File: src/ssm_defs.svh
// Constants of the monitor status summary block: bit positions, reset
// values, event code limits. Assumes inclusion by bare name.
`ifndef SSM_DEFS_SVH
`define SSM_DEFS_SVH

// ****************************************
// Primary summary layout
// ****************************************
`define SSM_P_BLOWER_LO 0
`define SSM_P_BLOWER_HI 1
`define SSM_P_FILTER 2
`define SSM_P_TEMP_LO 3
`define SSM_P_TEMP_HI 16
`define SSM_P_VOLT_LO 17
`define SSM_P_VOLT_HI 25
`define SSM_P_BPL_LO 26
`define SSM_P_BPL_HI 29
`define SSM_P_OVF 30
`define SSM_P_MON_W 30
`define SSM_P_USED_MASK 32'h7FFFFFFF

// ****************************************
// Overflow summary layout
// ****************************************
`define SSM_O_MON_W 25
`define SSM_O_USED_MASK 32'h01FFFFE7

// ****************************************
// Event code list
// ****************************************
`define SSM_LIST_N 8
`define SSM_CODE_MIN 16'hF831
`define SSM_CODE_MAX 16'h03E8
`define SSM_PRESET_LO 16'hFE0D
`define SSM_PRESET_HI 16'h0000
`define SSM_ERR_RANGE 16'hFF22
`define SSM_REG_RESET 32'h00000000

`endif

File: src/ssm_pkg.sv
// Types of the monitor status summary block.
// Assumes ssm_defs.svh is on the include path.
package ssm_pkg;

  typedef enum logic [3:0] {
    SSM_OP_NONE = 4'h0,
    SSM_OP_PRI_COND = 4'h1,
    SSM_OP_OVF_COND = 4'h2,
    SSM_OP_PRI_EVT = 4'h3,
    SSM_OP_OVF_EVT = 4'h4,
    SSM_OP_SUB_READ = 4'h5,
    SSM_OP_CLEAR_STATUS = 4'h6,
    SSM_OP_PRESET = 4'h7,
    SSM_OP_ENABLE_ALL = 4'h8,
    SSM_OP_LIST_BEGIN = 4'h9,
    SSM_OP_LIST_ENTRY = 4'hA,
    SSM_OP_LIST_COMMIT = 4'hB
  } ssm_op_type;

  typedef enum logic [2:0] {
    SSM_GRP_BLOWER = 3'h0,
    SSM_GRP_FILTER = 3'h1,
    SSM_GRP_TEMP = 3'h2,
    SSM_GRP_VOLT = 3'h3,
    SSM_GRP_BPL = 3'h4
  } ssm_grp_type;

  typedef struct packed {
    ssm_op_type op;
    ssm_grp_type grp;
    logic [15:0] lo;
    logic [15:0] hi;
  } ssm_cmd_type;

  typedef struct packed {
    logic valid;
    logic [15:0] code;
  } ssm_code_type;

endpackage

File: src/ssm_status_summary.sv
// Monitor status summary: condition and latched event summaries plus the
// event code enable list that filters the error/event queue.
// Assumes a command decoder on clk_sys_i and asynchronous monitor pins.
// Notes on behaviour
// - Only codes inside the enable list of singles and ranges reach the queue.
// - Enable entries naming codes never reported are accepted without error.
// - Power-on and preset load the enable list with range -499 to 0.
// - An enable list holding an out-of-range value is rejected, error -222.
// - Enable-all sets the enable list to range -1999 through 1000.
// - Condition bits show current monitor failure; unused bits read zero.
// - Reading the primary condition register changes nothing.
// - Primary bit 30 is set while any overflow bit is set.
// - Primary event bits record blower, filter, temperature, voltage, backplane events.
// - Bits 0-1 blowers, 2 filter, 3-15 slot temperatures, 16 ambient.
// - Bits 17-25 nine supplies, 26-29 backplane signals, 31 unused.
// - Primary events read zero after power-on and clear-status.
// - Reading the primary event register clears nothing.
// - Reading a subsystem event register clears its group of primary event bits.
// - Overflow bits 0-2 and 5-8 supply currents, 9 total power.
// - Overflow bits 10-16 interrupt lines, 17-24 trigger lines, rest zero.
// - Overflow events zero after power-on and clear-status; reads clear nothing.
// - Overflow condition uses the overflow event layout for current state.
// - The queue is cleared at power-on and on clear-status.
`timescale 1ns/10ps
`default_nettype none
`include "ssm_defs.svh"

module ssm_status_summary (
  input wire logic clk_sys_i, // System clock, 100 MHz
  input wire logic arst_n_i, // Asynchronous reset, active low
  input wire logic ce_i, // Clock enable, freezes state when low
  input wire logic cmd_valid_i, // Command strobe
  input wire ssm_pkg::ssm_cmd_type cmd_i, // Command and arguments
  input wire logic [`SSM_P_MON_W-1:0] pri_mon_i, // Primary monitor fail pins
  input wire logic [`SSM_O_MON_W-1:0] ovf_mon_i, // Overflow monitor fail pins
  input wire ssm_pkg::ssm_code_type event_i, // Event code offered to queue
  output logic rsp_valid_o, // Query answer strobe
  output logic [31:0] rsp_data_o, // Query answer data
  output var ssm_pkg::ssm_code_type q_push_o, // Filtered event into queue
  output var ssm_pkg::ssm_code_type q_err_o, // Filtered own error into queue
  output logic queue_clear_o // Queue clear pulse
);

  // ****************************************
  // Reset release
  // ****************************************
  logic [1:0] rst_sync;
  logic rst_n;

  always_ff @(posedge clk_sys_i or negedge arst_n_i)
  begin
    if (!arst_n_i)
      rst_sync <= 2'h0;
    else if (ce_i)
      rst_sync <= {rst_sync[0], 1'b1};
  end

  assign rst_n = rst_sync[1];

  // ****************************************
  // Monitor pin synchronisers
  // ****************************************
  logic [`SSM_P_MON_W-1:0] pri_meta;
  logic [`SSM_P_MON_W-1:0] pri_sync;
  logic [`SSM_P_MON_W-1:0] pri_prev;
  logic [`SSM_O_MON_W-1:0] ovf_meta;
  logic [`SSM_O_MON_W-1:0] ovf_sync;
  logic [`SSM_O_MON_W-1:0] ovf_prev;

  always_ff @(posedge clk_sys_i or negedge rst_n)
  begin
    if (!rst_n)
    begin
      pri_meta <= '0;
      pri_sync <= '0;
      pri_prev <= '0;
      ovf_meta <= '0;
      ovf_sync <= '0;
      ovf_prev <= '0;
    end
    else if (ce_i)
    begin
      pri_meta <= pri_mon_i;
      pri_sync <= pri_meta;
      pri_prev <= pri_sync;
      ovf_meta <= ovf_mon_i;
      ovf_sync <= ovf_meta;
      ovf_prev <= ovf_sync;
    end
  end

  // ****************************************
  // Condition views
  // ****************************************
  logic [31:0] ovf_cond;
  logic [31:0] pri_cond;

  // Unused overflow positions are masked off, not merely left low
  assign ovf_cond = {7'h00, ovf_sync} & `SSM_O_USED_MASK;
  assign pri_cond = {1'b0, |ovf_cond, pri_sync};

  // ****************************************
  // Command decode
  // ****************************************
  logic is_clear;
  logic is_sub_read;
  logic [31:0] sub_mask;

  assign is_clear = cmd_valid_i && (cmd_i.op == ssm_pkg::SSM_OP_CLEAR_STATUS);
  assign is_sub_read = cmd_valid_i && (cmd_i.op == ssm_pkg::SSM_OP_SUB_READ);

  always_comb
  begin
    sub_mask = 32'h00000000;
    unique case (cmd_i.grp)
      ssm_pkg::SSM_GRP_BLOWER: sub_mask[`SSM_P_BLOWER_HI:`SSM_P_BLOWER_LO] = '1;
      ssm_pkg::SSM_GRP_FILTER: sub_mask[`SSM_P_FILTER] = 1'b1;
      ssm_pkg::SSM_GRP_TEMP: sub_mask[`SSM_P_TEMP_HI:`SSM_P_TEMP_LO] = '1;
      ssm_pkg::SSM_GRP_VOLT: sub_mask[`SSM_P_VOLT_HI:`SSM_P_VOLT_LO] = '1;
      ssm_pkg::SSM_GRP_BPL: sub_mask[`SSM_P_BPL_HI:`SSM_P_BPL_LO] = '1;
      default: sub_mask = 32'h00000000;
    endcase
  end

  // ****************************************
  // Latched events
  // ****************************************
  logic [`SSM_P_MON_W-1:0] pri_evt;
  logic [`SSM_O_MON_W-1:0] ovf_evt;
  logic [`SSM_P_MON_W-1:0] pri_rise;
  logic [31:0] ovf_evt_view;
  logic [31:0] pri_evt_view;

  assign pri_rise = pri_sync & ~pri_prev;

  // Set beats clear so an edge arriving with the clearing read survives
  always_ff @(posedge clk_sys_i or negedge rst_n)
  begin
    if (!rst_n)
      pri_evt <= '0;
    else if (ce_i)
    begin
      if (is_clear)
        pri_evt <= pri_rise;
      else if (is_sub_read)
        pri_evt <= (pri_evt & ~sub_mask[`SSM_P_MON_W-1:0]) | pri_rise;
      else
        pri_evt <= pri_evt | pri_rise;
    end
  end

  always_ff @(posedge clk_sys_i or negedge rst_n)
  begin
    if (!rst_n)
      ovf_evt <= '0;
    else if (ce_i)
    begin
      if (is_clear)
        ovf_evt <= ovf_sync & ~ovf_prev;
      else
        ovf_evt <= ovf_evt | (ovf_sync & ~ovf_prev);
    end
  end

  assign ovf_evt_view = {7'h00, ovf_evt} & `SSM_O_USED_MASK;
  assign pri_evt_view = {1'b0, |ovf_evt_view, pri_evt};

  // ****************************************
  // Query answers
  // ****************************************
  always_ff @(posedge clk_sys_i or negedge rst_n)
  begin
    if (!rst_n)
    begin
      rsp_valid_o <= 1'b0;
      rsp_data_o <= `SSM_REG_RESET;
    end
    else if (ce_i)
    begin
      rsp_valid_o <= 1'b0;
      if (cmd_valid_i)
      begin
        unique case (cmd_i.op)
          ssm_pkg::SSM_OP_PRI_COND:
          begin
            rsp_valid_o <= 1'b1;
            rsp_data_o <= pri_cond;
          end
          ssm_pkg::SSM_OP_OVF_COND:
          begin
            rsp_valid_o <= 1'b1;
            rsp_data_o <= ovf_cond;
          end
          ssm_pkg::SSM_OP_PRI_EVT:
          begin
            rsp_valid_o <= 1'b1;
            rsp_data_o <= pri_evt_view;
          end
          ssm_pkg::SSM_OP_OVF_EVT:
          begin
            rsp_valid_o <= 1'b1;
            rsp_data_o <= ovf_evt_view;
          end
          default:
            rsp_data_o <= rsp_data_o;
        endcase
      end
    end
  end

  // ****************************************
  // Enable list
  // ****************************************
  logic [15:0] list_lo [`SSM_LIST_N];
  logic [15:0] list_hi [`SSM_LIST_N];
  logic [`SSM_LIST_N-1:0] list_on;
  logic [15:0] stage_lo [`SSM_LIST_N];
  logic [15:0] stage_hi [`SSM_LIST_N];
  logic [`SSM_LIST_N-1:0] stage_on;
  logic stage_bad;
  logic [3:0] stage_cnt;
  logic entry_ok;
  logic is_entry;
  logic is_commit;
  logic reject;

  assign is_entry = cmd_valid_i && (cmd_i.op == ssm_pkg::SSM_OP_LIST_ENTRY);
  assign is_commit = cmd_valid_i && (cmd_i.op == ssm_pkg::SSM_OP_LIST_COMMIT);
  // Any code inside the reportable span is legal, reported or not
  assign entry_ok = ($signed(cmd_i.lo) >= $signed(`SSM_CODE_MIN))
    && ($signed(cmd_i.hi) <= $signed(`SSM_CODE_MAX))
    && ($signed(cmd_i.lo) <= $signed(cmd_i.hi))
    && (stage_cnt < 4'(`SSM_LIST_N));
  assign reject = is_commit && stage_bad;

  always_ff @(posedge clk_sys_i or negedge rst_n)
  begin
    if (!rst_n)
    begin
      stage_bad <= 1'b0;
      stage_cnt <= 4'h0;
      stage_on <= '0;
    end
    else if (ce_i)
    begin
      if (cmd_valid_i && (cmd_i.op == ssm_pkg::SSM_OP_LIST_BEGIN))
      begin
        stage_bad <= 1'b0;
        stage_cnt <= 4'h0;
        stage_on <= '0;
      end
      else if (is_entry)
      begin
        if (entry_ok)
        begin
          stage_on[stage_cnt[2:0]] <= 1'b1;
          stage_cnt <= stage_cnt + 4'h1;
        end
        else
          stage_bad <= 1'b1;
      end
    end
  end

  generate
    for (genvar g = 0; g < `SSM_LIST_N; g++)
    begin : g_list
      always_ff @(posedge clk_sys_i or negedge rst_n)
      begin
        if (!rst_n)
        begin
          stage_lo[g] <= 16'h0000;
          stage_hi[g] <= 16'h0000;
        end
        else if (ce_i && is_entry && entry_ok && (stage_cnt[2:0] == 3'(g)))
        begin
          stage_lo[g] <= cmd_i.lo;
          stage_hi[g] <= cmd_i.hi;
        end
      end

      always_ff @(posedge clk_sys_i or negedge rst_n)
      begin
        if (!rst_n)
        begin
          list_lo[g] <= (g == 0) ? `SSM_PRESET_LO : 16'h0000;
          list_hi[g] <= (g == 0) ? `SSM_PRESET_HI : 16'h0000;
          list_on[g] <= (g == 0);
        end
        else if (ce_i && cmd_valid_i)
        begin
          if (cmd_i.op == ssm_pkg::SSM_OP_PRESET)
          begin
            list_lo[g] <= (g == 0) ? `SSM_PRESET_LO : 16'h0000;
            list_hi[g] <= (g == 0) ? `SSM_PRESET_HI : 16'h0000;
            list_on[g] <= (g == 0);
          end
          else if (cmd_i.op == ssm_pkg::SSM_OP_ENABLE_ALL)
          begin
            list_lo[g] <= (g == 0) ? `SSM_CODE_MIN : 16'h0000;
            list_hi[g] <= (g == 0) ? `SSM_CODE_MAX : 16'h0000;
            list_on[g] <= (g == 0);
          end
          else if (is_commit && !stage_bad)
          begin
            list_lo[g] <= stage_lo[g];
            list_hi[g] <= stage_hi[g];
            list_on[g] <= stage_on[g];
          end
        end
      end
    end
  endgenerate

  // ****************************************
  // Queue filter
  // ****************************************
  function automatic logic in_list(input logic [15:0] code,
                                   input logic [`SSM_LIST_N-1:0] on,
                                   input logic [15:0] lo [`SSM_LIST_N],
                                   input logic [15:0] hi [`SSM_LIST_N]);
    logic hit;
    hit = 1'b0;
    for (int i = 0; i < `SSM_LIST_N; i++)
      hit = hit | (on[i] && ($signed(code) >= $signed(lo[i]))
        && ($signed(code) <= $signed(hi[i])));
    return hit;
  endfunction

  // Own error takes a lane of its own so no offered event is dropped for it
  always_ff @(posedge clk_sys_i or negedge rst_n)
  begin
    if (!rst_n)
    begin
      q_push_o <= '0;
      q_err_o <= '0;
    end
    else if (ce_i)
    begin
      q_push_o.valid <= event_i.valid && !is_clear
        && in_list(event_i.code, list_on, list_lo, list_hi);
      q_push_o.code <= event_i.code;
      q_err_o.valid <= reject
        && in_list(`SSM_ERR_RANGE, list_on, list_lo, list_hi);
      q_err_o.code <= `SSM_ERR_RANGE;
    end
  end

  // Comes up high so the queue is emptied after power-on
  always_ff @(posedge clk_sys_i or negedge rst_n)
  begin
    if (!rst_n)
      queue_clear_o <= 1'b1;
    else if (ce_i)
      queue_clear_o <= is_clear;
  end

endmodule
`default_nettype wire

File: config.mk
export PLATFORM = sky130hd
export DESIGN_NAME = ssm_status_summary
export DESIGN_NICKNAME = d
export VERILOG_FILES = /design/src/ssm_pkg.sv /design/src/ssm_status_summary.sv
export VERILOG_INCLUDE_DIRS = /design/src
export SDC_FILE = /design/constraint.sdc
export NUM_CORES = 2
export LEC_CHECK = 0
export CAP_MARGIN = 20
export CORE_MARGIN = 3
export CORE_UTILIZATION = 35
export DETAILED_ROUTE_END_ITERATION = 6
export DONT_BUFFER_PORTS = 1
export PLACE_DENSITY = 0.6
export SLEW_MARGIN = 20
export SYNTH_ARGS = -nofsm -noshare
export SYNTH_HDL_FRONTEND = slang
export SYNTH_SLANG_ARGS = --single-unit
File: constraint.sdc
create_clock -name clk_sys_i -period 39.7 [get_ports clk_sys_i]
set_input_delay 7.94 -clock clk_sys_i [delete_from_list [all_inputs] [get_ports clk_sys_i]]
set_output_delay 7.94 -clock clk_sys_i [all_outputs]
set_load 0.02 [all_outputs]
# Word-level counts from Yosys, hierarchy flattened
# Index checks and enable logic that the tools add are counted.
# word_totals
ff_bits,808
output_inout_bits,68
elab_cells,311
# classes
addsub,1
magnitude_cmp,38
eq_ne,23
mux,94
bitwise_logic,24
n_reduce_logical,72
# op_table
op,n
two-way mux 16 bit,48
less-or-equal comparator 16 bit,9
greater-or-equal comparator 16 bit,8
greater-or-equal comparator 9 x 16 -> 1 bit (first input constant),8
less-or-equal comparator 9 x 16 -> 1 bit (first input constant),8
one-hot mux 32 bit (4 select lines),1
AND 30 bit,2
two-way mux 30 bit,2
inverter 30 bit,2
bitwise OR 30 bit,2
logical AND 1 bit,57
OR reduction 23 bit,2
two-way mux 1 bit,31
AND 25 bit,1
two-way mux 25 bit,1
inverter 25 bit,1
bitwise OR 25 bit,1
two-way mux 8 bit,3
equality test 4 x 3 -> 1 bit (second input constant),4
equality test 4 bit (second input constant),4
greater-or-equal comparator 16 x 12 -> 1 bit (second input constant),1
less-or-equal comparator 16 x 11 -> 1 bit (second input constant),1
two-way mux 4 bit,4
equality test 3 bit (second input constant),5
23 further kinds,46

# Longest topological paths before layout
# depth
ltp_word,11
mapped_depth,13
depth_no_buf,10

# Least setup slack after synthesis
# Ideal clock, no wire load.
# synth_path
kind,reg2reg
startpoint,reg rst_sync[1] (netlist name)
endpoint,reg rst_sync[1]
t_arrival_ns,19.442
t_required_ns,39.519
path_slack_ns,20.077
stages_incl_launch_ff,2
path_buffers,0
period_less_slack_ns,19.623
cell_sequence,dfrtp_1 > mux2_2
# synth_rtl
element,line,text
end signal: assignment,ssm_status_summary.sv:55,"rst_sync <= {rst_sync[0], 1'b1};"
end: declaration,ssm_status_summary.sv:47,logic [1:0] rst_sync;

# Worst setup path after layout
# layout_path
startpoint,in cmd_i[13] (netlist bit)
endpoint,reg stage_lo[11] (netlist bit)
# layout_between
elab_chain_cells,6
word_cells_on_any_way,7
# layout_rtl
element,line,text
start: declaration,ssm_status_summary.sv:33,"input wire ssm_pkg::ssm_cmd_type cmd_i,"
less-or-equal comparator 16 x 11 -> 1 bit,ssm_status_summary.sv:231,&& ($signed(cmd_i.hi) <= $signed(`SSM_CODE_MAX))
logical AND 1 bit,ssm_status_summary.sv:230,assign entry_ok = ($signed(cmd_i.lo) >= $signed(`SSM_CODE_MIN))
logical AND 1 bit * (2 in series),ssm_status_summary.sv:230,
logical AND 1 bit * (2 in series),ssm_status_summary.sv:275,else if (ce_i && is_entry && entry_ok && (stage_cnt[2:0] == 3'(g)))
end signal: indexed assignment,ssm_status_summary.sv:277,stage_lo[g] <= cmd_i.lo;
end: declaration,ssm_status_summary.sv:217,logic [15:0] stage_lo [`SSM_LIST_N];
# Every way passes the cells marked *; elsewhere a longest branch is shown, timed or not.
# A chain may end at the register's enable or synchronous reset.

==> impl_metrics.env <==
export IMPL_post_cts_buffers=0
export IMPL_worst_setup_path_end_kind="flip-flop"
export IMPL_dieArea_um2=115000
export IMPL_grt_overflow=0
export IMPL_ys_seq_area_frac=0.514
export IMPL_fmax_mhz=94.4
export IMPL_vias=27000
export IMPL_hold_depth=1
export IMPL_syn_area_per_cell_um2=10.5
export IMPL_synthAdderAreaFrac=0.0894
export IMPL_synthArstFlopShare=1.00
export IMPL_antenna_found_initial=11
export IMPL_relSlewSlack=0.00921
export IMPL_fin_hold_ws_ns=0.447
export IMPL_portBuffers=0
export IMPL_drt_iter0_drc=2336
export IMPL_die_width_um=339
export IMPL_post_place_ws_ns=28.31
export IMPL_syn2layout_area_growth_pct=11.0
export IMPL_setup_slack_ns=29.11
export IMPL_synth_xor_area_frac=0.000225
export IMPL_setup_viol=0
export IMPL_postCtsHoldBufs=0
export IMPL_synth_ff_type="dfrtp_1"
export IMPL_synth_compound_area_share=0.116
export IMPL_drt_pre_antenna_iters=5
export IMPL_finClkSkew_ns=0.0242
export IMPL_power_leakage_nw=18.9
export IMPL_required_ns=40.21
export IMPL_synth_edff_count=0
export IMPL_fin_nets=4020
export IMPL_dp_hpwl_um=65300
export IMPL_num_io_pins=183
export IMPL_tightest_slew_ns=1.49
export IMPL_core_area_um2=110000
export IMPL_crit_arrival_ns=11.10
export IMPL_clockBufferDepth=3
export IMPL_place_congestion=0.830
export IMPL_grt_start_max_net_pins=260
export IMPL_final_common_cell="dfrtp_1"
export IMPL_grt_pass1_vias=26200
export IMPL_cts_root_buf="clkbuf_16"
export IMPL_start_util=0.355
export IMPL_placementRows=121
export IMPL_layout_common_cells="dfrtp_1 (785), nand2_1 (679), o21ai_0 (429)"
export IMPL_status="complete, no violations"
export IMPL_synthSimpleGateAreaFrac=0.107
export IMPL_synthCells=3712
export IMPL_cts_buffers=83
export IMPL_crit_reg2reg_launch="rst_sync[1]$_DFFE_PN0P_"
export IMPL_finalCriticalPeriod_ns=10.59
export IMPL_worstHoldStart="pri_prev[1]$_DFFE_PN0P_"
export IMPL_synth_mux_area_frac=0.115
export IMPL_hold_viol=0
export IMPL_r2r_cells=3
export IMPL_rrSetupSlack_ns=36.07
export IMPL_yosys_warnings=0
export IMPL_ys_seq_elements=799
export IMPL_vdd_drop_max_mv=0.0251
export IMPL_cts_tree="yes"
export IMPL_synth_top_family_by_area="compound AO/OA/AOI/OAI gates"
export IMPL_vias_per_cell=5.21
export IMPL_crit_type="input pin to flip-flop"
export IMPL_clock_latency_ns=0.64
export IMPL_pwr_density_cell_nw_per_um2=43.5
export IMPL_detail_route_wl_per_cell_um=20.6
export IMPL_drv_slew=0
export IMPL_h_tree_depth=3
export IMPL_ys_types=65
export IMPL_grt_pass1_wl_um=164000
export IMPL_track_usage=0.184
export IMPL_r2r_end="stage_lo[92]$_DFFE_PN0P_"
export IMPL_finalCritPeriodShare=0.267
export IMPL_whs_endpoint="pri_evt[1]$_DFFE_PN0P_"
export IMPL_min_path_type="flip-flop to flip-flop"
export IMPL_critPathMaxFanout=16
export IMPL_die_h_um=339
export IMPL_route_detailed_drc=0
export IMPL_cp_start_kind="input pin"
export IMPL_detail_route_antenna_nets=0
export IMPL_cts_resized=0
export IMPL_cts_clk_slew_worst_paths_ns=0.06
export IMPL_tns_ns=0
export IMPL_synth_cell_area_um2=38900
export IMPL_drive_gt1_frac=0.108
export IMPL_rsz0062_at_grt="false"
export IMPL_clock_sink_count=799
export IMPL_max_cap_violations=0
export IMPL_drt_total_wl_um=107000
-- registers in the layout, summed over array words and instances, names as in the netlist, 30 cells and up --
| signal | count |
|---|---|
| pri_evt | 30 |
| pri_meta | 30 |
| pri_sync | 30 |
| stage_lo | 128 |
| stage_hi | 128 |
| pri_prev | 30 |
| list_lo | 128 |
| rsp_data_o | 31 |
| list_hi | 128 |
-- through the flow --
stage	power [mW]	util	instance area (µm²)	instances
2_1_floorplan	1.01	-	38900	3718
3_3_place_gp	1.04	0.365	40100	5012
3_5_place_dp	1.05	0.366	40100	5014
4_1_cts	1.90	0.393	43100	5165
5_1_grt	1.95	0.394	43200	5170
6_report	1.88	0.394	43200	5175
-- logic make-up (layout without fill, tap and decap cells) --
group	Yosys count	in the layout
simple gates	956	956
flops	799	799
compound gates	752	752
buf+inv	537	512
mux	388	388
fa+ha+maj	278	278
other cells	1	13
xor+xnor	1	1
-- power by group --
part           leakage, nW  internal (mW)  switching, mW
sequential            10.2          0.865         0.0520
combinational         7.17         0.0543         0.0594
clock                 1.46          0.510          0.340
-- per-layer routing --
metal,GRT usage,wire (µm)
met1,0.253,48100
met2,0.295,48900
met3,0.0367,7060
met4,0.0528,2680
met5,0,22
-- final cells by class --
cell class	count	area, µm²
Tap cell	1476	1850
Inverter	336	1260
Multi-Input combinational cell	2382	16700
Sequential cell	799	20000
Fill cell	10700	66400
Clock buffer	110	2390
Antenna cell	6	15.0
Timing Repair Buffer	25	342
Clock inverter	41	591
-- critical path, cell delays in order --
cell      delay [ns]
inv_1           0.05
ha_1            0.31
a21o_1          0.18
a211o_1         0.30
nor2_1          0.10
nand2_1         0.07
o211ai_1        0.64
nand4_1         0.69
buf_4           0.46
mux2_1          0.34
-- how the worst max path moves through the flow --
stage | from | endpoint | slack (ns) | cells past startpoint
floorplan | rst_sync[1]$_DFFE_PN0P_ | list_hi[0]$_DFFE_PN0P_ | 15.78 | 0
global placement | cmd_i[1] | stage_lo[3]$_DFFE_PN0P_ | 28.08 | 11
detailed placement | cmd_i[37] | list_hi[53]$_DFFE_PN0P_ | 28.31 | 6
CTS | cmd_i[37] | list_hi[53]$_DFFE_PN0P_ | 29.01 | 6
global route | cmd_i[37] | list_hi[103]$_DFFE_PN0P_ | 28.89 | 8
finish | cmd_i[13] | stage_lo[11]$_DFFE_PN0P_ | 29.11 | 10
-- cells in the mapped netlist (all sizes together) (7+ instances only) --
master,instances,area (µm²)
o2111ai,9,78.8
buf,73,516
o41ai,13,114
a211oi,14,105
nand4,71,444
ha,278,3480
a21boi,24,180
and4,8,70.1
nor2b,19,119
a2111oi,14,123
dfrtp,787,19700
mux2,380,4410
a222oi,23,230
clkbuf,128,480
a21o,27,203
nor2,41,154
a21oi,90,450
nor3,24,120
a311oi,10,87.6
a32o,21,210
a31oi,7,43.8
and3,8,50.1
nand2,680,2550
o21ai,432,2160
a22oi,7,52.6
nand3,42,210
mux2i,8,80.1
nor4,29,196
inv,336,1260
o211ai,14,105
o31ai,13,97.6
dfstp,12,315
Note: power is estimated with default switching activity, not from simulation.
